<file path="src/hdl/psm_pkg.sv">
/*
 power state manager package: state codes, flag layout, reset values, request codes.
 assumes a single 40 MHz system clock domain.
*/
package psm_pkg;
    localparam int PSM_FLAG_W = 4;
    localparam int PSM_FLAG_SWITCHER_ERR = 0;
    localparam int PSM_FLAG_ACTIVE_BAD_TRANS = 1;
    localparam int PSM_FLAG_SLEEP_BAD_CLOCK = 2;
    localparam int PSM_FLAG_SLEEP_BAD_TRANS = 3;
    localparam logic [3:0] PSM_FLAG_RST = 4'h0;
    localparam logic [3:0] PSM_ENABLE_RST = 4'h0;
    localparam logic PSM_FORCED_RST = 1'b0;
    localparam logic PSM_MODE_LINEAR = 1'b0;
    localparam logic PSM_MODE_SWITCHER = 1'b1;
    localparam logic PSM_LEVEL_ZERO = 1'b0;
    localparam logic PSM_LEVEL_ONE = 1'b1;
    localparam int PSM_SETTLE_NS = 1000;
    localparam int PSM_CLK_MHZ = 40;
    localparam int PSM_SETTLE_CYC = (PSM_SETTLE_NS * PSM_CLK_MHZ) / 1000;
    // requests on i_req_code, taken with i_req_valid
    typedef enum logic [2:0] {
        PSM_REQ_SET_LEVEL,
        PSM_REQ_SET_MODE,
        PSM_REQ_LIGHT_SLEEP,
        PSM_REQ_DEEP_SLEEP_KEEP,
        PSM_REQ_DEEP_SLEEP_DIRECT,
        PSM_REQ_SHUTDOWN
    } psm_req_t;
    // reported power state on o_power_state
    typedef enum logic [2:0] {
        PSM_PS_ACTIVE,
        PSM_PS_LIGHT_SLEEP,
        PSM_PS_DEEP_SLEEP,
        PSM_PS_SHUTDOWN
    } psm_ps_t;
endpackage : psm_pkg

</file>
<file path="src/hdl/psm_power_state_manager.sv">
/*
 power state manager: active regulator mode and core level, low-power entry with
 optional state retention, forced entry, four interrupt flags with enable and clear.
 assumes requests come from logic on i_clk; wake-up and clock-busy come from pins.
*/
// Notes on behaviour
// core level switches either way while active
// level change keeps regulator mode
// mode change keeps core level
// retained deep sleep from switcher goes linear first; direct deep sleep from switcher is refused
// wake from light sleep or retained deep sleep restores saved mode and level; wake from shutdown does not
// light sleep, deep sleep, shutdown requested separately
// direct deep sleep request saves nothing
// non-forced entry waits for clock requests free; light sleep entry goes straight to sleep without this wait
// forced entry proceeds, halting busy clocks; light sleep entry never halts clocks
// by default never cut busy clock source
// four flags, one mask bit each
// enable mask write touches selected bits only
// interrupt only from enabled set flags
// clear deasserts exactly the masked flags
// software clears flags early in handler
// enabled status view beside raw status
// disallowed request leaves state, sets flag
`timescale 1ns/100ps
module psm_power_state_manager (
    input wire logic i_clk,
    input wire logic i_rst,
    input wire logic i_req_valid,
    input wire psm_pkg::psm_req_t i_req_code,
    input wire logic i_req_arg,
    input wire logic i_forced_set,
    input wire logic i_forced_clear,
    input wire logic [3:0] i_enable_set,
    input wire logic [3:0] i_enable_clear,
    input wire logic [3:0] i_flag_clear,
    input wire logic i_switcher_fault,
    input wire logic i_clock_busy,
    input wire logic i_wake,
    output logic o_busy,
    output logic o_req_done,
    output logic o_req_ok,
    output psm_pkg::psm_ps_t o_power_state,
    output logic o_regulator_mode,
    output logic o_core_level,
    output logic o_clock_halt,
    output logic o_forced,
    output logic [3:0] o_enable,
    output logic [3:0] o_flags_raw,
    output logic [3:0] o_flags_enabled,
    output logic o_irq
);
    import psm_pkg::*;

    typedef enum logic [2:0] {
        PSM_ST_IDLE,
        PSM_ST_SETTLE,
        PSM_ST_WAIT_CLK,
        PSM_ST_SLEEP,
        PSM_ST_RESTORE
    } psm_st_t;

    typedef struct packed {
        psm_st_t st;
        logic [2:0] sync;
        logic [2:0] wsync;
        logic clk_busy;
        logic wake;
        logic [15:0] cnt;
        psm_req_t req;
        logic mode;
        logic level;
        logic save_mode;
        logic save_level;
        logic restore;
        psm_ps_t ps;
        logic busy;
        logic done;
        logic ok;
        logic halt;
        logic forced;
        logic [3:0] en;
        logic [3:0] flags;
        logic [3:0] flags_en;
        logic irq;
    } psm_state_t;

    psm_state_t s_q;
    psm_state_t s_d;

    function automatic logic psm_agree(input logic [2:0] sh, input logic old);
        psm_agree = (sh[1] == sh[2]) ? sh[2] : old;
    endfunction : psm_agree

    function automatic psm_ps_t psm_sleep_of(input psm_req_t r);
        if (r == PSM_REQ_LIGHT_SLEEP) begin
            psm_sleep_of = PSM_PS_LIGHT_SLEEP;
        end else if (r == PSM_REQ_SHUTDOWN) begin
            psm_sleep_of = PSM_PS_SHUTDOWN;
        end else begin
            psm_sleep_of = PSM_PS_DEEP_SLEEP;
        end
    endfunction : psm_sleep_of

    localparam logic [15:0] SETTLE = 16'(PSM_SETTLE_CYC);

    logic [3:0] set_ev;

    always_comb begin
        s_d = s_q;
        set_ev = 4'h0;
        s_d.done = 1'b0;
        s_d.sync = {s_q.sync[1:0], i_clock_busy};
        s_d.wsync = {s_q.wsync[1:0], i_wake};
        s_d.clk_busy = psm_agree(s_q.sync, s_q.clk_busy);
        s_d.wake = psm_agree(s_q.wsync, s_q.wake);
        set_ev[PSM_FLAG_SWITCHER_ERR] = i_switcher_fault && s_q.mode == PSM_MODE_SWITCHER;
        if (i_forced_set) begin
            s_d.forced = 1'b1;
        end else if (i_forced_clear) begin
            s_d.forced = 1'b0;
        end
        s_d.en = (s_q.en | i_enable_set) & ~i_enable_clear;
        case (s_q.st)
            PSM_ST_IDLE: begin
                if (i_req_valid) begin
                    s_d.req = i_req_code;
                    s_d.busy = 1'b1;
                    s_d.restore = 1'b0;
                    case (i_req_code)
                        PSM_REQ_SET_LEVEL: begin
                            s_d.level = i_req_arg;
                            s_d.cnt = SETTLE;
                            s_d.st = PSM_ST_SETTLE;
                        end
                        PSM_REQ_SET_MODE: begin
                            s_d.mode = i_req_arg;
                            s_d.cnt = SETTLE;
                            s_d.st = PSM_ST_SETTLE;
                        end
                        PSM_REQ_LIGHT_SLEEP: begin
                            s_d.ps = PSM_PS_LIGHT_SLEEP;
                            s_d.save_mode = s_q.mode;
                            s_d.save_level = s_q.level;
                            s_d.restore = 1'b1;
                            s_d.st = PSM_ST_SLEEP;
                        end
                        PSM_REQ_DEEP_SLEEP_KEEP, PSM_REQ_SHUTDOWN: begin
                            s_d.save_mode = s_q.mode;
                            s_d.save_level = s_q.level;
                            s_d.restore = i_req_code == PSM_REQ_DEEP_SLEEP_KEEP;
                            s_d.mode = PSM_MODE_LINEAR;
                            s_d.cnt = SETTLE;
                            s_d.st = PSM_ST_SETTLE;
                        end
                        PSM_REQ_DEEP_SLEEP_DIRECT: begin
                            if (s_q.mode == PSM_MODE_SWITCHER) begin
                                set_ev[PSM_FLAG_ACTIVE_BAD_TRANS] = 1'b1;
                                s_d.busy = 1'b0;
                                s_d.done = 1'b1;
                                s_d.ok = 1'b0;
                            end else begin
                                s_d.st = PSM_ST_WAIT_CLK;
                            end
                        end
                        default: begin
                            set_ev[PSM_FLAG_ACTIVE_BAD_TRANS] = 1'b1;
                            s_d.busy = 1'b0;
                            s_d.done = 1'b1;
                            s_d.ok = 1'b0;
                        end
                    endcase
                end
            end
            PSM_ST_SETTLE: begin
                if (s_q.cnt > 16'h1) begin
                    s_d.cnt = s_q.cnt - 16'h1;
                end else if (s_q.req == PSM_REQ_SET_LEVEL || s_q.req == PSM_REQ_SET_MODE) begin
                    s_d.st = PSM_ST_IDLE;
                    s_d.busy = 1'b0;
                    s_d.done = 1'b1;
                    s_d.ok = 1'b1;
                end else begin
                    s_d.st = PSM_ST_WAIT_CLK;
                end
            end
            PSM_ST_WAIT_CLK: begin
                if (!s_q.clk_busy || s_q.forced) begin
                    s_d.halt = s_q.clk_busy;
                    s_d.ps = psm_sleep_of(s_q.req);
                    s_d.st = PSM_ST_SLEEP;
                end else if (i_req_valid) begin
                    set_ev[PSM_FLAG_SLEEP_BAD_CLOCK] = 1'b1;
                end
            end
            PSM_ST_SLEEP: begin
                if (i_req_valid) begin
                    set_ev[PSM_FLAG_SLEEP_BAD_TRANS] = 1'b1;
                end
                if (s_q.wake) begin
                    s_d.halt = 1'b0;
                    s_d.ps = PSM_PS_ACTIVE;
                    if (s_q.restore) begin
                        s_d.mode = s_q.save_mode;
                        s_d.level = s_q.save_level;
                        s_d.cnt = SETTLE;
                        s_d.st = PSM_ST_RESTORE;
                    end else begin
                        s_d.st = PSM_ST_IDLE;
                        s_d.busy = 1'b0;
                        s_d.done = 1'b1;
                        s_d.ok = 1'b1;
                    end
                end
            end
            PSM_ST_RESTORE: begin
                if (s_q.cnt > 16'h1) begin
                    s_d.cnt = s_q.cnt - 16'h1;
                end else begin
                    s_d.st = PSM_ST_IDLE;
                    s_d.busy = 1'b0;
                    s_d.done = 1'b1;
                    s_d.ok = 1'b1;
                end
            end
            default: begin
                s_d.st = PSM_ST_IDLE;
            end
        endcase
        s_d.flags = (s_q.flags & ~i_flag_clear) | set_ev;
        s_d.flags_en = s_d.flags & s_d.en;
        s_d.irq = |(s_d.flags & s_d.en);
    end

    always_ff @(posedge i_clk or posedge i_rst) begin
        if (i_rst) begin
            s_q <= '{st: PSM_ST_IDLE, sync: 3'h0, wsync: 3'h0, clk_busy: 1'b0, wake: 1'b0,
                     cnt: 16'h0, req: PSM_REQ_SET_LEVEL, mode: PSM_MODE_LINEAR,
                     level: PSM_LEVEL_ZERO, save_mode: PSM_MODE_LINEAR,
                     save_level: PSM_LEVEL_ZERO, restore: 1'b0, ps: PSM_PS_ACTIVE,
                     busy: 1'b0, done: 1'b0, ok: 1'b0, halt: 1'b0, forced: PSM_FORCED_RST,
                     en: PSM_ENABLE_RST, flags: PSM_FLAG_RST, flags_en: 4'h0, irq: 1'b0};
        end else begin
            s_q <= s_d;
        end
    end

    assign o_busy = s_q.busy;
    assign o_req_done = s_q.done;
    assign o_req_ok = s_q.ok;
    assign o_power_state = s_q.ps;
    assign o_regulator_mode = s_q.mode;
    assign o_core_level = s_q.level;
    assign o_clock_halt = s_q.halt;
    assign o_forced = s_q.forced;
    assign o_enable = s_q.en;
    assign o_flags_raw = s_q.flags;
    assign o_flags_enabled = s_q.flags_en;
    assign o_irq = s_q.irq;
endmodule : psm_power_state_manager

</file>
<file path="config.mk">
export PLATFORM = sky130hd
export DESIGN_NAME = psm_power_state_manager
export DESIGN_NICKNAME = d
export VERILOG_FILES = /design/src/hdl/psm_pkg.sv /design/src/hdl/psm_power_state_manager.sv
export SDC_FILE = /design/constraint.sdc
export NUM_CORES = 1
export LEC_CHECK = 0
export ABC_AREA = 1
export BUFFER_PORTS_ARGS = -buffer_cell sky130_fd_sc_hd__clkbuf_2
export CORE_AREA = 4 4 105 67
export DETAILED_ROUTE_END_ITERATION = 10
export DIE_AREA = 0 0 109 71
export MAX_ROUTING_LAYER = met4
export PLACE_DENSITY_LB_ADDON = 0.3
export SYNTH_ARGS = -nofsm -noshare
export SYNTH_HDL_FRONTEND = slang
export SYNTH_SLANG_ARGS = --single-unit
</file>
<file path="constraint.sdc">
create_clock -name i_clk -period 1.5 [get_ports i_clk]
set_input_delay 0.225 -clock i_clk [delete_from_list [all_inputs] [get_ports i_clk]]
set_output_delay 0.225 -clock i_clk [all_outputs]
set_load 0.05 [all_outputs]
</file>
==> run metrics, run 1 <==
reg-to-reg endpoint s_q[53]$_DFFE_PP0P_; R2R cell count 11; HP Class input port to register; Syn Inst Count 384; static leakage 2.28 nW; Layout Cells excl Fill 586; fin crit share 1.11; post-route ant nets 0; layout cells sized above 1 0.430; DRC 0; drt wl/cell 15.1 um; Netlist cell types 35; synthesis-to-layout area growth 41.5%; Max Freq 603 MHz; Hold EP o_enable[0]$_DFF_PP0_; maximum capacitance violations 0; H-tree Lvls 2; CTS tree done; dpl cells 566; Ys Warns 0; Crit path buffers/inverters 3; CTS buffer count 5; vias in the first global route 2711; Pins Over Slew Limit 0; filler cell count 438; Data required, critical path 1750 ps; IO Port Bufs 45; Crit path depth 11; die area 0.00774 sq mm; DR vias/cell 5.16; gr ovfl total 0; slowest CP cell dfrtp_2; # diodes 0; DR pass1 iterations 5; clk_skew 8.90 ps; RSZ-0062 raised after global routing true; asr flop ratio synth 1.00; core area 0.00603 sq mm; status finished, violations left; EDFF count, synth 0; Pwr per Cell Area 2290 mW/mm^2; Final Worst Setup Slack -159 ps; CP endpoint kind register; CP cell instances buf_4, inv_2, nor2_2, nand2_2, o21ai_2, buf_6, nor2_4, nand2_2, nor2_4, nand3_1, nand2_1; Core Rows 22; hold path cells 2; placed inst area 0.00379 sq mm; Clk Latency, worst-skew pair 320 ps; critical path class register to register; DR iter-0 viols 246; hold_sp i_enable_clear[0]; Layout Nets 527; CP delay by family, top simple AND/OR/NAND/NOR gates; Routed WL 8830 um; CP peak stage delay 460 ps; syn_nets 410; IO Pins 47; largest net degree at the start of global routing 56; critical-path maximum fanout 4; Sequential Area 0.00138 sq mm; first-pass GRT wire length 13100 um; final setup vio count 24; via count 3021; R2R Path Start s_q[54]$_DFFE_PP0P_; CTS clock-pin slew for the worst setup and hold paths 110 ps; Max clock buf depth 2; worst-case vdd ir drop 953 uV; clock sinks 55; initial antenna violation count 0; leading area contributor after synthesis dfrtp_1; GRT Overall Usage 0.225; syn avg cell area 7.88 sq um; synth top area cells dfrtp_1 45%, nand2_1 13%, nor2_1 6.9%; failing checks negative setup slack; Multi-input gate area 0.00156 sq mm; startpoint class of the critical path register; design area 0.00428 sq mm; sequential area share after synthesis 0.455; Tmin final 1660 ps; Crit path arrival time 1910 ps; initial core utilization 0.502; Detailed Place HPWL 5880 um; ys flop type dfrtp_1; FF+latch count, synth 55; Yosys top cell area share 0.455; Cell Area, Synth 0.00303 sq mm; Die Y 71 um; Final Hold Fails 0; Die X-Extent 109 um; GP Congestion 0.949; CTS Root Cell clkbuf_8; R2R setup slack -160 ps
## state kept, by name, indices dropped and copies added (netlist names)
name,count
o_forced,1
o_clock_halt,1
o_power_state,2
s_q,29
o_busy,1
o_req_done,1
o_irq,1
s_d,4
o_regulator_mode,1
o_flags_enabled,4
o_core_level,1
o_enable,4
o_flags_raw,4
o_req_ok,1
## synth_stat cells (all sizes together), types with 2 or more instances
cell,number
ha,2
nand3,23
nor3,4
dfrtp,55
nand2,105
xnor2,4
o21bai,5
maj3,2
inv,49
o21ai,26
buf,18
nor2,65
a21oi,8
xor2,7
nand4,3
## metrics by stage
stage | util | hold slack, ps | worst slack [ps] | TNS [ps] | total power, mW
final | 0.710 | 56.1 | -159 | -2660 | 9.79
after global routing | 0.710 | 49.5 | -228 | -4430 | 10.3
after CTS | 0.673 | 4.20 | -95.4 | -1220 | 9.03
after detailed placement | 0.628 | 316 | -109 | -1790 | 7.51
after global placement | 0.628 | 313 | -66.8 | -915 | 7.40
after floorplan | - | 256 | -13.3 | -13.3 | 5.51
## logic make-up after synthesis
group	Yosys count	synth area share
simple gates	201	0.296
buf+inv	67	0.111
flops	55	0.455
compound gates	45	0.0902
xor+xnor	11	0.0318
fa+ha+maj	4	0.0149
other cells	1	0.00124
## report_power, final
| group | internal [mW] | switching [mW] | leakage (nW) |
|---|---|---|---|
| logic | 2.71 | 3.86 | 1.52 |
| clock network | 0.504 | 0.539 | 0.0548 |
| registers | 1.88 | 0.294 | 0.706 |
| total | 5.10 | 4.69 | 2.28 |
## cells in the final DEF, fill, tap and decap left out, types with 2 or more instances in the layout
cell type / count
buf_12: 3
nand2_4: 6
nand2_1: 91
clkbuf_2: 45
nand2_2: 8
inv_1: 35
dfrtp_1: 53
xnor2_1: 4
clkbuf_8: 5
inv_4: 3
nor3_1: 2
inv_2: 9
inv_6: 2
nand3_2: 10
nand3_1: 12
o21ai_2: 8
a21oi_1: 5
nor2_2: 11
nor2_8: 2
dlygate4sd3_1: 3
o21bai_1: 4
a21oi_2: 2
maj3_1: 2
o21ai_1: 5
buf_4: 70
nand4_1: 2
dfrtp_2: 2
nor2_4: 9
nor2_1: 43
buf_6: 7
clkinvlp_4: 2
o21ai_0: 13
nor3_2: 2
xor2_1: 7
## layout make-up
class	instances	area share
multi-input cells	262	0.365
flip-flops and latches	55	0.322
repair buffers	128	0.215
inverters	49	0.0468
well taps	84	0.0246
clock buffers	5	0.0161
clock inverters	3	0.0108
## timing repair
action / CTS / global route
pin swaps: 9 / 14
endpoints found under the hold margin: 55 / 2
hold buffers: 1 / 2
setup buffers: 5 / 4
gates resized for setup: 32 / 46
setup endpoints to repair: 25 / 31
## metal layers
| metal | global-route usage | wire length (um) |
|---|---|---|
| met1 | 0.334 | 3970 |
| met2 | 0.322 | 3840 |
| met3 | 0.0374 | 786 |
| met4 | 0.0476 | 233 |
| met5 | - | 0 |
## worst reg2reg max path: cells and delay by family (launching register included)
kind / cells / cell delay [ps]
flip-flops: 1 / 460
buffers and inverters: 3 / 350
AND/OR/NAND/NOR: 7 / 690
AO/OA/AOI/OAI: 1 / 90
## how the worst max path moves through the flow
stage,from,slack (ps),endpoint
3_5_place_dp,s_q[53]$_DFFE_PP0P_,-110,s_q[42]$_DFFE_PP0P_
3_3_place_gp,s_q[53]$_DFFE_PP0P_,-70,s_q[42]$_DFFE_PP0P_
2_1_floorplan,s_q[29]$_DFFE_PP0P_,-10,o_req_ok$_DFFE_PP0P_
4_1_cts,s_q[54]$_DFFE_PP0P_,-100,s_q[32]$_DFFE_PP0P_
6_report,s_q[54]$_DFFE_PP0P_,-160,s_q[53]$_DFFE_PP0P_
5_1_grt,s_q[54]$_DFFE_PP0P_,-230,s_q[32]$_DFFE_PP0P_
Note: power is estimated with default switching activity, not from simulation.
==> run 2, diff against run 1 <==
--- a/config.mk
+++ b/config.mk
@@ -11,7 +11,7 @@
 export DETAILED_ROUTE_END_ITERATION = 10
 export DIE_AREA = 0 0 109 71
 export MAX_ROUTING_LAYER = met4
-export PLACE_DENSITY_LB_ADDON = 0.3
+export PLACE_DENSITY = 0.75
 export SYNTH_ARGS = -nofsm -noshare
 export SYNTH_HDL_FRONTEND = slang
 export SYNTH_SLANG_ARGS = --single-unit
==> run 2 against run 1 <==
Net effect: the flow still finishes with violations (negative setup slack); core utilization rose by 1.9 points; clock power fell by 20%; first-iteration DRC count grew 12%; non-clock buffer count shrank 7; total power grew 3.4%; routed wire length grew 12%; fmax decreased by 1.7%; clock-buffer cell count grew 1; die area unchanged; critical endpoint is now s_q[54]$_DFFE_PP0P_.
==> run metrics, run 2 (synthesized netlist as in run 1, its figures left out) <==
filler cell count 404 (-7.8%); NetSw 5.17 mW (+10%); critical path class register to register; vias in the first global route 2931 (+8.1%); failing checks negative setup slack; R2R setup slack -190 ps (-30 ps); logic gate share of total power 0.697 (+0.026); Sw Share 0.511 (+0.0315); CTS buffer count 5 (unchanged); worst-case vdd ir drop 993 uV (+4.2%); gr ovfl total 0 (unchanged); clk_skew 17.4 ps (+8.48 ps); first-pass GRT wire length 14500 um (+10%); R2R cell count 10 (-1); GRT Overall Usage 0.247 (+0.0226); H-tree Lvls 2 (unchanged); CTS Root Cell clkbuf_8; CP Launch Point s_q[36]$_DFFE_PP0P_; IO Port Bufs 45 (unchanged); maximum capacitance violations 0 (unchanged); status finished, violations left; Pwr per Cell Area 2300 mW/mm^2 (+0.70%); Crit path depth 10 (-1); total power 10.1 mW (+3.4%); startpoint class of the critical path register; die area 0.00774 sq mm (unchanged); CP peak stage delay 450 ps (about the same); drt wl/cell 16.9 um (+12%); largest register by flop count s_q; most frequent cells in the layout 69 x nand2_1, 66 x buf_4, 53 x dfrtp_1, 45 x clkbuf_2, 40 x nor2_1; Die X-Extent 109 um (unchanged); GP Congestion 0.946 (-0.38%); DR pass1 iterations 5 (unchanged); initial core utilization 0.502 (unchanged); hold path cells 1 (-1); Data required, critical path 1740 ps (about the same); design area 0.00439 sq mm (+2.6%); CP delay by family, top simple AND/OR/NAND/NOR gates; reg-to-reg endpoint s_q[54]$_DFFE_PP0P_; largest net degree at the start of global routing 28 (-50%); CP cell instances nor2_2, nand2_2, nor2_4, nand3_4, buf_6, nand2_4, nand2_4, nor2_4, nand3_2, nand2_2; static leakage 2.29 nW (+0.37%); final setup vio count 22 (-8.3%); Layout Nets 523 (-0.76%); clock sinks 55 (unchanged); post-route ant nets 0 (unchanged); max FFs per register 29 (unchanged); Max clock buf depth 2 (unchanged); DR vias/cell 5.31 (+3.1%); fin crit share 1.12 (+0.0190); Detailed Place HPWL 5980 um (+1.6%); Reg power frac 0.220 (-0.003); Core Rows 22 (unchanged); worst setup path end s_q[54]$_DFFE_PP0P_; Die Y 71 um (unchanged); # diodes 0 (unchanged); layout cells sized above 1 0.488 (+0.0577); via count 3092 (+2.4%); R2R Path Start s_q[36]$_DFFE_PP0P_; CTS clock-pin slew for the worst setup and hold paths 110 ps (about the same); CTS tree done; Routed WL 9860 um (+12%); critical-path maximum fanout 4 (unchanged); slowest CP cell dfrtp_1; Pins Over Slew Limit 0 (unchanged); Crit path buffers/inverters 1 (-2); Final Worst Setup Slack -187 ps (-28.5 ps); core area 0.00603 sq mm (unchanged); DR iter-0 viols 276 (+12%); Clk Latency, worst-skew pair 310 ps (about the same); CP endpoint kind register; Clock Power Share 0.083 (-0.024); synthesis-to-layout area growth 45.2%; DRC 0 (unchanged); placed inst area 0.00365 sq mm (-3.6%); HP Class input port to register; Max Freq 593 MHz (-1.7%); leading cell type in the layout, fill and taps excluded nand2_1; Final Hold Fails 0 (unchanged); Tmin final 1690 ps (+28.5 ps); P_int 4.95 mW (-2.9%); Crit path arrival time 1920 ps (about the same); RSZ-0062 raised after global routing true; IO Pins 47 (unchanged); initial antenna violation count 0 (unchanged)
[run 2: per-stage QoR]
stage / util / hold slack, ps / setup slack (ps) / TNS (ps) / cells
2_1_floorplan: - / 256 / -13.3 / -13.3 / 384
3_3_place_gp: 0.606 / 249 / -135 / -1820 / 551
3_5_place_dp: 0.606 / 260 / -199 / -2960 / 551
4_1_cts: 0.676 / 18.1 / -68.8 / -895 / 572
5_1_grt: 0.729 / 5.37 / -228 / -4140 / 582
6_report: 0.729 / 24.1 / -187 / -2800 / 582
[run 2: layout make-up]
type | count | area (sq um) | area share
sequential | 55 | 1380 | 0.314
clock buffer | 6 | 72.6 | 0.0165
multi-input combinational | 265 | 1740 | 0.396
tap | 84 | 105 | 0.0239
clock inverter | 2 | 12.5 | 0.00285
inverter | 49 | 215 | 0.0490
timing repair buffer | 121 | 867 | 0.197
[run 2: metal layers]
layer	GRT usage	wire, um	up-vias	part of all wire
met1	0.348	4120	1473	0.42
li1	-	-	1407	-
met5	-	0	-	0
met3	0.0538	968	27	0.098
met2	0.358	4520	185	0.46
met4	0.0728	258	0	0.026
[run 2: how the worst min path moves through the flow]
stage,from,to
3_3_place_gp,i_rst,s_q[29]$_DFFE_PP0P_
3_5_place_dp,i_rst,s_q[33]$_DFFE_PP0P_
6_report,i_wake,s_d[48]$_DFF_PP0_
4_1_cts,i_wake,s_d[48]$_DFF_PP0_
5_1_grt,i_wake,s_d[48]$_DFF_PP0_
2_1_floorplan,i_wake,s_d[48]$_DFF_PP0_
[run 2: worst register-to-register path, cell delays in order, from the launching register on]
cell and delay [ps]:
dfrtp_1 450, nor2_2 180, nand2_2 110, nor2_4 160
nand3_4 140, buf_6 160, nand2_4 60, nand2_4 50
nor2_4 140, nand3_2 90, nand2_2 70
[run 2: timing repair]
item	4_1_cts	5_1_grt
pin swaps	30	36
gates cloned	3	0
endpoints found under the setup margin	24	33
hold buffers	1	0
endpoints found under the hold margin	18	0
gates resized for setup	65	65
buffers inserted	9	11
[run 2: power by group through the flow]
stage                     Sequential, mW  Combinational (mW)  Clock [mW]
after global routing                2.26                7.51       0.890
final                               2.23                7.05       0.835
after floorplan                     2.42                3.09           0
after global placement              2.18                4.61           0
after detailed placement            2.19                4.70           0
after CTS                           2.18                5.85       0.829
